--- src/rtl/css_pkg.sv ---
// Shared constants, encodings and carrier types for the code segment security block.
package css_pkg;

   localparam int          CSS_AW        = 24;
   localparam int          CSS_DW        = 32;
   localparam int          CSS_WB_AW     = 8;

   // Boot security select codes.
   localparam logic [2:0]  CSS_BSS_NONE  = 3'h7;
   localparam logic [2:0]  CSS_BSS_STD_S = 3'h6;
   localparam logic [2:0]  CSS_BSS_STD_L = 3'h5;
   localparam logic [2:0]  CSS_BSS_HI_S  = 3'h2;
   localparam logic [2:0]  CSS_BSS_HI_L  = 3'h1;

   // Boot segment bounds and high-security entry window.
   localparam logic [CSS_AW-1:0] CSS_BOOT_START = 24'h00_0200;
   localparam logic [CSS_AW-1:0] CSS_BOOT_END_S = 24'h00_0AFE;
   localparam logic [CSS_AW-1:0] CSS_BOOT_END_L = 24'h00_15FE;
   localparam logic [CSS_AW-1:0] CSS_ENTRY_END  = 24'h00_023F;

   // Configuration word layouts; unprogrammed bits read as one.
   localparam int          CSS_BWORD_W   = 4;
   localparam int          CSS_GWORD_W   = 2;
   localparam int          CSS_BOOT_WRITE_LOCK_BIT  = 0;
   localparam int          CSS_BSS_LSB   = 1;
   localparam int          CSS_GENERAL_WRITE_LOCK_BIT  = 0;
   localparam int          CSS_GSS_BIT   = 1;
   localparam logic [CSS_BWORD_W-1:0] CSS_BWORD_ERASED = 4'hF;
   localparam logic [CSS_GWORD_W-1:0] CSS_GWORD_ERASED = 2'h3;

   // Register byte offsets.
   localparam logic [CSS_WB_AW-1:0] CSS_REG_BOOT_CFG = 8'h00;
   localparam logic [CSS_WB_AW-1:0] CSS_REG_GEN_CFG  = 8'h04;
   localparam logic [CSS_WB_AW-1:0] CSS_REG_CTRL     = 8'h08;
   localparam logic [CSS_WB_AW-1:0] CSS_REG_STATUS   = 8'h0C;
   localparam logic [CSS_WB_AW-1:0] CSS_REG_MASK     = 8'h10;
   localparam logic [CSS_WB_AW-1:0] CSS_REG_STATE    = 8'h14;

   localparam int          CSS_CTRL_ERASE_BIT = 0;

   // Event bits of status and mask.
   localparam int          CSS_EV_W        = 4;
   localparam int          CSS_EV_PORT_RD  = 0;
   localparam int          CSS_EV_CROSS    = 1;
   localparam int          CSS_EV_WLOCK    = 2;
   localparam int          CSS_EV_ENTRY    = 3;

   typedef enum logic [1:0] {
      CSS_ACC_READ  = 2'h0,
      CSS_ACC_WRITE = 2'h1,
      CSS_ACC_FLOW  = 2'h2,
      CSS_ACC_FETCH = 2'h3
   } css_acc_t;

   // Security level, one-hot.
   typedef enum logic [2:0] {
      CSS_LVL_NONE = 3'b001,
      CSS_LVL_STD  = 3'b010,
      CSS_LVL_HIGH = 3'b100
   } css_lvl_t;

   typedef struct packed {
      logic              valid;
      logic              from_port;
      css_acc_t          kind;
      logic [CSS_AW-1:0] pc;
      logic [CSS_AW-1:0] target;
   } css_req_t;

   typedef struct packed {
      logic grant;
      logic deny;
      logic illegal_reset;
   } css_resp_t;

endpackage

--- src/rtl/css_seg_class.sv ---
// Address classifier: boot segment membership and high-security entry window.
`timescale 1ns/1ps
module css_seg_class
   import css_pkg::*;
(
   input  wire logic [CSS_AW-1:0] addr,
   input  wire logic              boot_en,
   input  wire logic [CSS_AW-1:0] boot_end,
   output logic                   in_boot,
   output logic                   in_entry
);

   always_comb begin
      in_boot  = boot_en && (addr >= CSS_BOOT_START) && (addr <= boot_end);
      in_entry = in_boot && (addr <= CSS_ENTRY_END);
   end

endmodule

--- src/rtl/css_top.sv ---
// Code segment security: access checking, config shadow and Wishbone register file.
//
// Contract
// - Select 111 disables boot segment entirely.
// - Select 110/101: standard security, deny port reads.
// - General code cannot read/write boot flash.
// - Boot code may always read boot flash; writes follow boot write lock.
// - Select 010/001: standard plus entry restrictions.
// - General-to-boot jumps only into 0x200-0x23F.
// - Jump beyond entry window forces illegal-opcode reset.
// - General select 1 leaves general segment readable.
// - General select 0 denies port reads there.
// - Boot write lock 0 forbids boot writes.
// - General write lock 0 forbids general writes.
// - Config bits only clear; bulk erase restores.
// - Boot segment 0200h to 0AFEh or 15FEh.
`timescale 1ns/1ps
module css_top
   import css_pkg::*;
(
   input  wire logic                   core_clk,
   input  wire logic                   rst_n,
   input  wire logic                   wb_cyc_i,
   input  wire logic                   wb_stb_i,
   input  wire logic                   wb_we_i,
   input  wire logic [CSS_WB_AW-1:0]   wb_adr_i,
   input  wire logic [3:0]             wb_sel_i,
   input  wire logic [CSS_DW-1:0]      wb_dat_i,
   output logic [CSS_DW-1:0]           wb_dat_o,
   output logic                        wb_ack_o,
   output logic                        irq,
   input  wire logic [CSS_BWORD_W-1:0] boot_segment_config_word,
   input  wire logic [CSS_GWORD_W-1:0] general_segment_config_word,
   output logic [CSS_BWORD_W-1:0]      boot_cfg_image,
   output logic [CSS_GWORD_W-1:0]      gen_cfg_image,
   input  wire css_req_t               acc_req,
   output css_resp_t                   acc_resp
);

   logic [CSS_BWORD_W-1:0] boot_cfg_r;
   logic [CSS_GWORD_W-1:0] gen_cfg_r;
   logic                   loaded_r;
   logic [CSS_EV_W-1:0]    status_r;
   logic [CSS_EV_W-1:0]    status_nxt;
   logic [CSS_EV_W-1:0]    mask_r;
   logic [CSS_EV_W-1:0]    mask_nxt;
   logic [CSS_EV_W-1:0]    ev_set;
   logic                   ack_r;
   logic [CSS_DW-1:0]      rdat_r;
   logic [CSS_DW-1:0]      rdat_nxt;
   logic                   irq_r;
   css_resp_t              resp_r;
   css_resp_t              resp_nxt;

   logic [2:0]             boot_security_select;
   logic                   boot_write_lock;
   logic                   gss;
   logic                   general_write_lock;
   css_lvl_t               lvl;
   logic                   boot_en;
   logic [CSS_AW-1:0]      boot_end;
   logic [1:0]             seg_in_boot;
   logic [1:0]             seg_in_entry;
   logic [CSS_AW-1:0]      seg_addr [2];
   logic                   wb_req;
   logic                   wb_wr;
   logic                   lane0;

   assign boot_security_select  = boot_cfg_r[CSS_BSS_LSB +: 3];
   assign boot_write_lock = boot_cfg_r[CSS_BOOT_WRITE_LOCK_BIT];
   assign gss  = gen_cfg_r[CSS_GSS_BIT];
   assign general_write_lock = gen_cfg_r[CSS_GENERAL_WRITE_LOCK_BIT];

   // Reserved select codes fall back to no boot segment.
   always_comb begin
      case (boot_security_select)
         CSS_BSS_STD_S, CSS_BSS_STD_L: lvl = CSS_LVL_STD;
         CSS_BSS_HI_S, CSS_BSS_HI_L:   lvl = CSS_LVL_HIGH;
         default:                      lvl = CSS_LVL_NONE;
      endcase
   end

   assign boot_en  = (lvl != CSS_LVL_NONE);
   assign boot_end = ((boot_security_select == CSS_BSS_STD_S) || (boot_security_select == CSS_BSS_HI_S)) ?
                     CSS_BOOT_END_S : CSS_BOOT_END_L;

   assign seg_addr[0] = acc_req.pc;
   assign seg_addr[1] = acc_req.target;

   // Index 0 classifies the executing pc, index 1 the access target.
   genvar gi;
   generate
      for (gi = 0; gi < 2; gi++) begin : g_class
         css_seg_class u_class (
            .addr     (seg_addr[gi]),
            .boot_en  (boot_en),
            .boot_end (boot_end),
            .in_boot  (seg_in_boot[gi]),
            .in_entry (seg_in_entry[gi])
         );
      end
   endgenerate

   // Access decision, registered one cycle after the request.
   always_comb begin
      resp_nxt = '0;
      ev_set   = '0;
      if (acc_req.valid) begin
         resp_nxt.grant = 1'b1;
         if (acc_req.from_port) begin
            if (acc_req.kind == CSS_ACC_WRITE) begin
               if ((seg_in_boot[1] && !boot_write_lock) || (!seg_in_boot[1] && !general_write_lock)) begin
                  resp_nxt.grant = 1'b0;
                  ev_set[CSS_EV_WLOCK] = 1'b1;
               end
            end else if (seg_in_boot[1]) begin
               resp_nxt.grant = 1'b0;
               ev_set[CSS_EV_PORT_RD] = 1'b1;
            end else if (!gss) begin
               resp_nxt.grant = 1'b0;
               ev_set[CSS_EV_PORT_RD] = 1'b1;
            end
         end else begin
            case (acc_req.kind)
               CSS_ACC_READ: begin
                  if (seg_in_boot[1] && !seg_in_boot[0]) begin
                     resp_nxt.grant = 1'b0;
                     ev_set[CSS_EV_CROSS] = 1'b1;
                  end
               end
               CSS_ACC_WRITE: begin
                  if (seg_in_boot[1] && !seg_in_boot[0]) begin
                     resp_nxt.grant = 1'b0;
                     ev_set[CSS_EV_CROSS] = 1'b1;
                  end else if ((seg_in_boot[1] && !boot_write_lock) ||
                               (!seg_in_boot[1] && !general_write_lock)) begin
                     resp_nxt.grant = 1'b0;
                     ev_set[CSS_EV_WLOCK] = 1'b1;
                  end
               end
               CSS_ACC_FLOW: begin
                  if ((lvl == CSS_LVL_HIGH) && !seg_in_boot[0] && seg_in_boot[1]
                      && !seg_in_entry[1]) begin
                     resp_nxt.grant         = 1'b0;
                     resp_nxt.illegal_reset = 1'b1;
                     ev_set[CSS_EV_ENTRY]   = 1'b1;
                  end
               end
               default: begin
                  resp_nxt.grant = 1'b1;
               end
            endcase
         end
         resp_nxt.deny = !resp_nxt.grant;
      end
   end

   always_ff @(posedge core_clk or negedge rst_n) begin
      if (!rst_n) begin
         resp_r <= '0;
      end else begin
         resp_r <= resp_nxt;
      end
   end

   // Bus handshake: answer one cycle after the request, drop the cycle after.
   // Writes land at the edge where the master samples ack high, never earlier.
   assign wb_req = wb_cyc_i && wb_stb_i && !ack_r;
   assign wb_wr  = wb_cyc_i && wb_stb_i && wb_we_i && ack_r;
   assign lane0  = wb_sel_i[0];

   always_ff @(posedge core_clk or negedge rst_n) begin
      if (!rst_n) begin
         ack_r <= 1'b0;
      end else begin
         ack_r <= wb_req;
      end
   end

   // Config shadow: held erased in reset, loaded from the array after release,
   // then only cleared by programming or set again by a bulk erase.
   always_ff @(posedge core_clk or negedge rst_n) begin
      if (!rst_n) begin
         boot_cfg_r <= CSS_BWORD_ERASED;
         gen_cfg_r  <= CSS_GWORD_ERASED;
         loaded_r   <= 1'b0;
      end else if (!loaded_r) begin
         boot_cfg_r <= boot_segment_config_word;
         gen_cfg_r  <= general_segment_config_word;
         loaded_r   <= 1'b1;
      end else if (wb_wr && lane0 && (wb_adr_i == CSS_REG_CTRL)
                   && wb_dat_i[CSS_CTRL_ERASE_BIT]) begin
         boot_cfg_r <= CSS_BWORD_ERASED;
         gen_cfg_r  <= CSS_GWORD_ERASED;
      end else if (wb_wr && lane0 && (wb_adr_i == CSS_REG_BOOT_CFG)) begin
         boot_cfg_r <= boot_cfg_r & wb_dat_i[CSS_BWORD_W-1:0];
      end else if (wb_wr && lane0 && (wb_adr_i == CSS_REG_GEN_CFG)) begin
         gen_cfg_r  <= gen_cfg_r & wb_dat_i[CSS_GWORD_W-1:0];
      end
   end

   // Sticky status: a new event wins over a write-one clear in the same cycle.
   always_comb begin
      status_nxt = status_r;
      if (wb_wr && lane0 && (wb_adr_i == CSS_REG_STATUS)) begin
         status_nxt = status_nxt & ~wb_dat_i[CSS_EV_W-1:0];
      end
      status_nxt = status_nxt | ev_set;
   end

   always_ff @(posedge core_clk or negedge rst_n) begin
      if (!rst_n) begin
         status_r <= '0;
      end else begin
         status_r <= status_nxt;
      end
   end

   always_comb begin
      mask_nxt = mask_r;
      if (wb_wr && lane0 && (wb_adr_i == CSS_REG_MASK)) begin
         mask_nxt = wb_dat_i[CSS_EV_W-1:0];
      end
   end

   always_ff @(posedge core_clk or negedge rst_n) begin
      if (!rst_n) begin
         mask_r <= '0;
      end else begin
         mask_r <= mask_nxt;
      end
   end

   // Built from the next status and mask so the line tracks both without lag.
   always_ff @(posedge core_clk or negedge rst_n) begin
      if (!rst_n) begin
         irq_r <= 1'b0;
      end else begin
         irq_r <= |(status_nxt & mask_nxt);
      end
   end

   // Read mux; unmapped offsets read as zero.
   always_comb begin
      rdat_nxt = '0;
      case (wb_adr_i)
         CSS_REG_BOOT_CFG: rdat_nxt[CSS_BWORD_W-1:0] = boot_cfg_r;
         CSS_REG_GEN_CFG:  rdat_nxt[CSS_GWORD_W-1:0] = gen_cfg_r;
         CSS_REG_STATUS:   rdat_nxt[CSS_EV_W-1:0]    = status_r;
         CSS_REG_MASK:     rdat_nxt[CSS_EV_W-1:0]    = mask_r;
         CSS_REG_STATE:    rdat_nxt[2:0]             = lvl;
         default:          rdat_nxt                  = '0;
      endcase
   end

   always_ff @(posedge core_clk or negedge rst_n) begin
      if (!rst_n) begin
         rdat_r <= '0;
      end else if (wb_req && !wb_we_i) begin
         rdat_r <= rdat_nxt;
      end
   end

   assign wb_dat_o       = rdat_r;
   assign wb_ack_o       = ack_r;
   assign irq            = irq_r;
   assign acc_resp       = resp_r;
   assign boot_cfg_image = boot_cfg_r;
   assign gen_cfg_image  = gen_cfg_r;

   logic past_ok_r;
   always_ff @(posedge core_clk or negedge rst_n) begin
      if (!rst_n) begin
         past_ok_r <= 1'b0;
      end else begin
         past_ok_r <= loaded_r;
      end
   end
endmodule

--- config.mk ---
export PLATFORM = sky130hd
export DESIGN_NAME = css_top
export DESIGN_NICKNAME = d
export VERILOG_FILES = /design/src/rtl/css_pkg.sv /design/src/rtl/css_seg_class.sv /design/src/rtl/css_top.sv
export SDC_FILE = /design/constraint.sdc
export NUM_CORES = 1
export LEC_CHECK = 0
export ABC_AREA = 1
export BUFFER_PORTS_ARGS = -buffer_cell sky130_fd_sc_hd__buf_2
export CAP_MARGIN = 10
export CORE_MARGIN = 2
export CORE_UTILIZATION = 25
export CTS_CLUSTER_SIZE = 8
export DETAILED_ROUTE_END_ITERATION = 16
export GPL_TIMING_DRIVEN = 0
export MAX_ROUTING_LAYER = met4
export SLEW_MARGIN = 20
export SYNTH_ARGS = -nofsm -noshare
export SYNTH_HDL_FRONTEND = slang
export SYNTH_SLANG_ARGS = --single-unit
--- constraint.sdc ---
create_clock -name core_clk -period 2 [get_ports core_clk]
set_input_delay 0 -clock core_clk [delete_from_list [all_inputs] [get_ports core_clk]]
set_output_delay 0 -clock core_clk [all_outputs]
set_load 0.01 [all_outputs]
# ---- After elaboration in Yosys (flattened, before gate mapping)
# Cells that the tools add are included.
dict set report word_totals {
  reg_bits 24
  inputBits 107
  wordCells 119
  out_inout_bits 43
}
dict set report classes {
  bitwise 6
  n_mux 41
  n_reduce_logical 40
  order_cmp 5
  n_eq_ne 16
}
# op count
set ops {}
lappend ops {{$ge A24 B10 Y1 const B} 2}
lappend ops {{$le A24 B13 Y1} 2}
lappend ops {{$le A24 B10 Y1 const B} 1}
lappend ops {{$mux W1} 24}
lappend ops {{$mux W4} 6}
lappend ops {{$logic_and A1 B1 Y1} 23}
lappend ops {{$eq A8 B4 Y1 const B} 2}
lappend ops {{$eq A8 B5 Y1 const B} 2}
lappend ops {{$mux W13} 1}
lappend ops {{$and A4 B4 Y4} 3}
lappend ops {{$pmux W2 S5} 1}
lappend ops {{$eq A3 B3 Y1 const B} 3}
lappend ops {{$ne A3 B1 Y1 const B} 3}
lappend ops {{$eq A8 B3 Y1 const B} 1}
lappend ops {{$logic_not A1 Y1} 8}
lappend ops {{$logic_not A8 Y1} 1}
lappend ops {{$mux W2} 4}
lappend ops {{$pmux W1 S3} 2}
lappend ops {{$pmux W3 S2} 1}
lappend ops {{$reduce_or A2 Y1} 3}
lappend ops {{$not A4 Y4} 1}
lappend ops {{$or A4 B4 Y4} 1}
lappend ops {{$pmux W1 S4} 1}
lappend ops {{$reduce_or A4 Y1} 1}
lappend ops {{other kinds (10)} 11}

# ---- Logic depth before layout (Yosys ltp)
dict set report depth {
  depth_word 17
  depth_mapped 19
  depth_no_buf 19
}

# ---- By module
# Synthesis repeated with hierarchy kept, for this count alone.
dict set report hier_totals {
  hier_cells 484
  area_unflattened_um2 3225.6
}
# module instances area_each_um2 seq_area_each_um2 cells_per_inst
set by_module_without_submodules {}
lappend by_module_without_submodules {css_top 1 1704.1 608.1 224}
lappend by_module_without_submodules {css_seg_class 2 760.7 0.0 130}

# ---- Worst setup path after synthesis
# Ideal clock, no wire load.
dict set report synth_timing {
  path_type {flip-flop to flip-flop}
  from {reg boot_cfg_r[1], in the netlist boot_cfg_image[1]}
  to {reg irq_r, in the netlist irq}
  period_less_slack_ps 2187
  arrival_ps 2068
  setup_time_ps 119
  stages_incl_launch_ff 20
  setup_slack_ps -187
  required_ps 1881
  path_cell_list {dfstp_2 -> inv_1 -> nand2_2 -> inv_1 -> ha_1 -> nand2_1 -> nor2_1 -> nand3_1 -> nand2_1 -> nand2_1 -> nand2_1 -> nand2_2 -> nand2_2 -> nand2_2 -> nand3_2 -> nand2_2 -> nand2_1 -> nand2_1 -> nor2_1 -> nand2_1}
}
# item line
set synth_lines {}
lappend synth_lines {{from (decl)} css_top.sv:40} ;# logic [CSS_BWORD_W-1:0] boot_cfg_r;
lappend synth_lines {{from (signal assigned)} css_top.sv:188} ;# boot_cfg_r <= boot_segment_config_word;
lappend synth_lines {{from (signal assigned)} css_top.sv:196} ;# boot_cfg_r <= boot_cfg_r & wb_dat_i[CSS_BWORD_W-1:0];
lappend synth_lines {{branches (longest 5 deep; another with $le A24 B13 Y1)} n/a}
lappend synth_lines {{$logic_and A1 B1 Y1 *} css_seg_class.sv:14} ;# in_boot = boot_en && (addr >= CSS_BOOT_START) && (addr <= boot_end);
lappend synth_lines {{$mux W1 *} css_top.sv:116} ;# end else if (seg_in_boot[1]) begin
lappend synth_lines {{$mux W1 *} css_top.sv:111} ;# if (acc_req.kind == CSS_ACC_WRITE) begin
lappend synth_lines {{$mux W1 *} css_top.sv:110} ;# if (acc_req.from_port) begin
lappend synth_lines {{$mux W4 *} css_top.sv:108} ;# if (acc_req.valid) begin
lappend synth_lines {{$or A4 B4 Y4 *} css_top.sv:208} ;# status_nxt = status_nxt | ev_set;
lappend synth_lines {{named net status_nxt[0]} css_top.sv:44} ;# logic [CSS_EV_W-1:0] status_nxt;
lappend synth_lines {{$and A4 B4 Y4 *} css_top.sv:239} ;# irq_r <= |(status_nxt & mask_nxt);
lappend synth_lines {{$reduce_or A4 Y1 *} css_top.sv:239}
lappend synth_lines {{to (signal assigned)} css_top.sv:239}
lappend synth_lines {{to (decl)} css_top.sv:51} ;# logic irq_r;
# Mark *: on every way through the listed nets, which the timed path passes.
# A chain may end at the register's enable or synchronous reset.

# ---- Worst setup path in the final report
# Ends and elaborated chain as after synthesis.

==> impl_results.md <==
* FP Rows at 34
* Mean Syn Cell Area at around 6.6 um2
* Worst Setup SP: boot_cfg_image[1]
* Max_cap viols at 0
* Hold_ws at slightly below 0.0008 ns
* Top Family by Delay on Critical Path: simple AND/OR/NAND/NOR gates
* Synth unique cells at 31
* WP depth at 19
* Clk root buf: clkbuf_8
* Clock Sinks at 24
* # setup viols final at 7
* Starting Density at 25.5%
* # IOs at 150
* Synth top area cells: dfrtp_1 (20%), nand2_1 (11%), inv_1 (11%)
* CP Buf/Inv Count at 2
* Slowest library cell on the worst path: dfstp_2
* Count of final hold-check violations at 0
* Max incr delay on CP at around 0.56 ns
* Worst-path maximum fanout at 6
* Yosys top cell area share at between 20 and 25%
* Worst-Margin Slew at roughly 0.91 ns
* Die height at a little under 100 um
* Final wirelength at approximately 6.7 mm
* Layout area overhead at 46.4%
* Setup ws final at -0.244 ns
* Fin Setup TNS at -0.803 ns
* Sequential element share of the synthesized area at 27.6%
* Status: finished with violations
* Fmax at approximately 450 MHz
* Initial DRC Count at between 100 and 150
* NetSw at 455 uW
* Post-route antenna net violation count at 0
* Min Tclk post-route at roughly 2.2 ns
* Mux contribution to synthesized area at 0%
* Switch share at about a third
* Share of layout cells above drive strength 1 at a little under two fifths
* Max Slew Vio Count at 0
* First-pass GRT wire length at approximately 11 mm
* Most used DFF post-synth: dfrtp_1
* Final Util at 37.3%
* Total GRT Usage at roughly 14%
* Drt first pass iters at 5
* Combinational Power Share at between 30% and 40%
* Critical Path Start Type: register
* Async set or reset register ratio after synthesis at 100%
* Simple logic cell fraction of the synthesized area at between 30% and 40%
* Crit path arrival time at ~2.4 ns
* Clock Power Share at 22.3%
* Clock Path Buffers at 2
* Post-Synth Adder-Cell Area at around 5.7%
* CTS tree: built
* Pin count of the biggest net entering global routing at 25
* Fillers at approximately 940
* DP HPWL at 5.57 mm
* Hold path depth at 3
* R2r startpoint: boot_cfg_image[1]
* Tcrit/Tclk final at 112%
* Clk_skew at between 0.004 and 0.005 ns
* Register area at between 600 and 700 um2
* Vias at roughly 2,500
* Synth Area in Compound Gates at around 13%
* Area of the multi-input gates at about 0.0014 mm2
* Post-Synthesis Cells at 336
* GP Congestion at approximately 0.90
* Synthesized flop and latch total at 24
* Final #Nets at 590
* Global route overflow at 0
* Die W at roughly 98 um
* N_diodes at 0
* Int Power at about 900 uW
* Routed vias/inst at around 4.3
* # port buffers at 90
* Crit path kind: reg -> reg
* VDD IR max at between 0.2 and 0.25 mV
* Initial antenna violation count at 0
* CTS clk-pin slew, worst paths at 0.09 ns
* Area leader, netlist: dfrtp_1
* P per Cell Area at 416 mW/mm2
* Worst hold path class: in -> reg
* Unrepaired setup endpoints after global routing: yes
* Post-Syn Area at 0.00220 mm2
* Xor and xnor area share after synthesis at 0%
* Clock Latency Late Sink at around 0.27 ns
* Worst EP required at approximately 2.2 ns
* YS warnings at 0
* HP Start: general_segment_config_word[1]
* Main combinational cell family by area after synthesis: simple AND/OR/NAND/NOR gates
* Seq pwr share at 41.0%
* Pre-CTS WS at -0.405 ns
* Max_slew headroom at between 30% and 40%
* Wirelength per Cell at about 11 um
* Die footprint at around 0.0096 mm2
* Cts bufs inserted at 3
* Worst-case reg-to-reg path depth at 19
* CP endpoint kind: register
* Post-synth EDFFs at 0
* Number of global-route vias before repair at ~2,300
* Failing checks: negative setup slack
* Leakage at 1.77 nW
* Core Region at 0.00864 mm2
* Drc violations at 0
* Crit-path cells: inv_4, nand2_8, inv_8, ha_4, nand2_2, nor2_4, nand3_2, nand2_2, nand2_1, nand2_1, nand2_2, nand2_4, nand2_2, nand3_2, nand2_2, nand2_1, nand2_1, nor2_1, nand2_1
* H-tree Lvls at 1
-- flip-flops by register name, summed over array words and instances (netlist names) --
| register | count |
|---|---|
| acc_resp | 3 |
| boot_cfg_image | 4 |
| gen_cfg_image | 2 |
| irq | 1 |
| loaded_r | 1 |
| mask_r | 4 |
| status_r | 4 |
| wb_ack_o | 1 |
| wb_dat_o | 4 |
-- per-stage QoR --
stage,cells,power [mW],instance area [um2]
final,580,1.34,3220
after global routing,580,1.43,3220
after CTS,577,1.34,3170
after detailed placement,561,0.984,2930
after global placement,561,0.973,2930
after floorplan,363,0.808,2350
-- cells in the mapped netlist, types with 3 or more instances --
master,n
a21oi_1,11
nor2_1,42
nand3_1,18
a31oi_1,3
dfstp_2,6
nor3_1,11
buf_4,28
nand4_1,6
nand2_1,67
nand2_2,8
ha_1,10
o21ai_0,17
inv_1,62
nor2_2,3
o22ai_1,7
dfrtp_1,18
-- per-layer routing --
metal	track usage, %	wire [um]
met1	17.7	3050
met2	23.8	3140
met3	1.93	387
met4	2.14	76
met5	-	0
-- cells in the final DEF, fill, tap and decap left out, types with 10 or more instances in the layout --
| cell | instances |
|---|---|
| buf_2 | 90 |
| nand2_1 | 62 |
| inv_1 | 58 |
| nor2_1 | 39 |
| buf_4 | 37 |
| conb_1 | 29 |
| dfrtp_1 | 18 |
| o21ai_0 | 17 |
| nand3_1 | 16 |
| nand2_2 | 10 |
| nor3_1 | 10 |
-- what timing repair did --
action,in CTS,in global routing
pin swaps,18,7
setup endpoints to repair,8,8
hold buffers,6,0
gates resized for setup,18,5
setup buffers,6,3
hold endpoints to repair,22,0
-- layout make-up --
cell class	instances	area share (%)
Multi-Input combinational cell	248	43.4
Sequential cell	24	18.9
Timing Repair Buffer	105	17.9
Inverter	63	7.65
Buffer	28	6.52
Tap cell	108	4.19
Clock buffer	4	1.40
-- tightest hold or removal path: stages --
cell and delay (ns):
buf_2 0.09, o22ai_1 0.06, o21ai_0 0.08
-- path summary, 6_finish.rpt --
path,end,slack [ns]
worst max register to register,irq,-0.24
worst min-delay path,gen_cfg_image[1],0.0008
max in group asynchronous,boot_cfg_image[0],1.38
min in group asynchronous,wb_ack_o,0.24
worst min register to register,wb_dat_o[2],0.49
worst max-delay path,irq,-0.24
-- cells by family (layout without fill, tap and decap cells) --
kind of cell	Yosys count	after routing
compound gates	45	45
fa+ha+maj	10	10
buf+inv	91	200
flops	24	24
other cells	2	29
simple gates	164	164
-- power by group through the flow --
| stage | clock [mW] | combinational (mW) | sequential [mW] |
|---|---|---|---|
| after floorplan | 0 | 0.246 | 0.562 |
| after global placement | 0 | 0.415 | 0.559 |
| after detailed placement | 0 | 0.425 | 0.559 |
| after CTS | 0.308 | 0.483 | 0.550 |
| after global routing | 0.325 | 0.554 | 0.553 |
| final | 0.299 | 0.492 | 0.549 |
(Power assumes the default switching activity.)
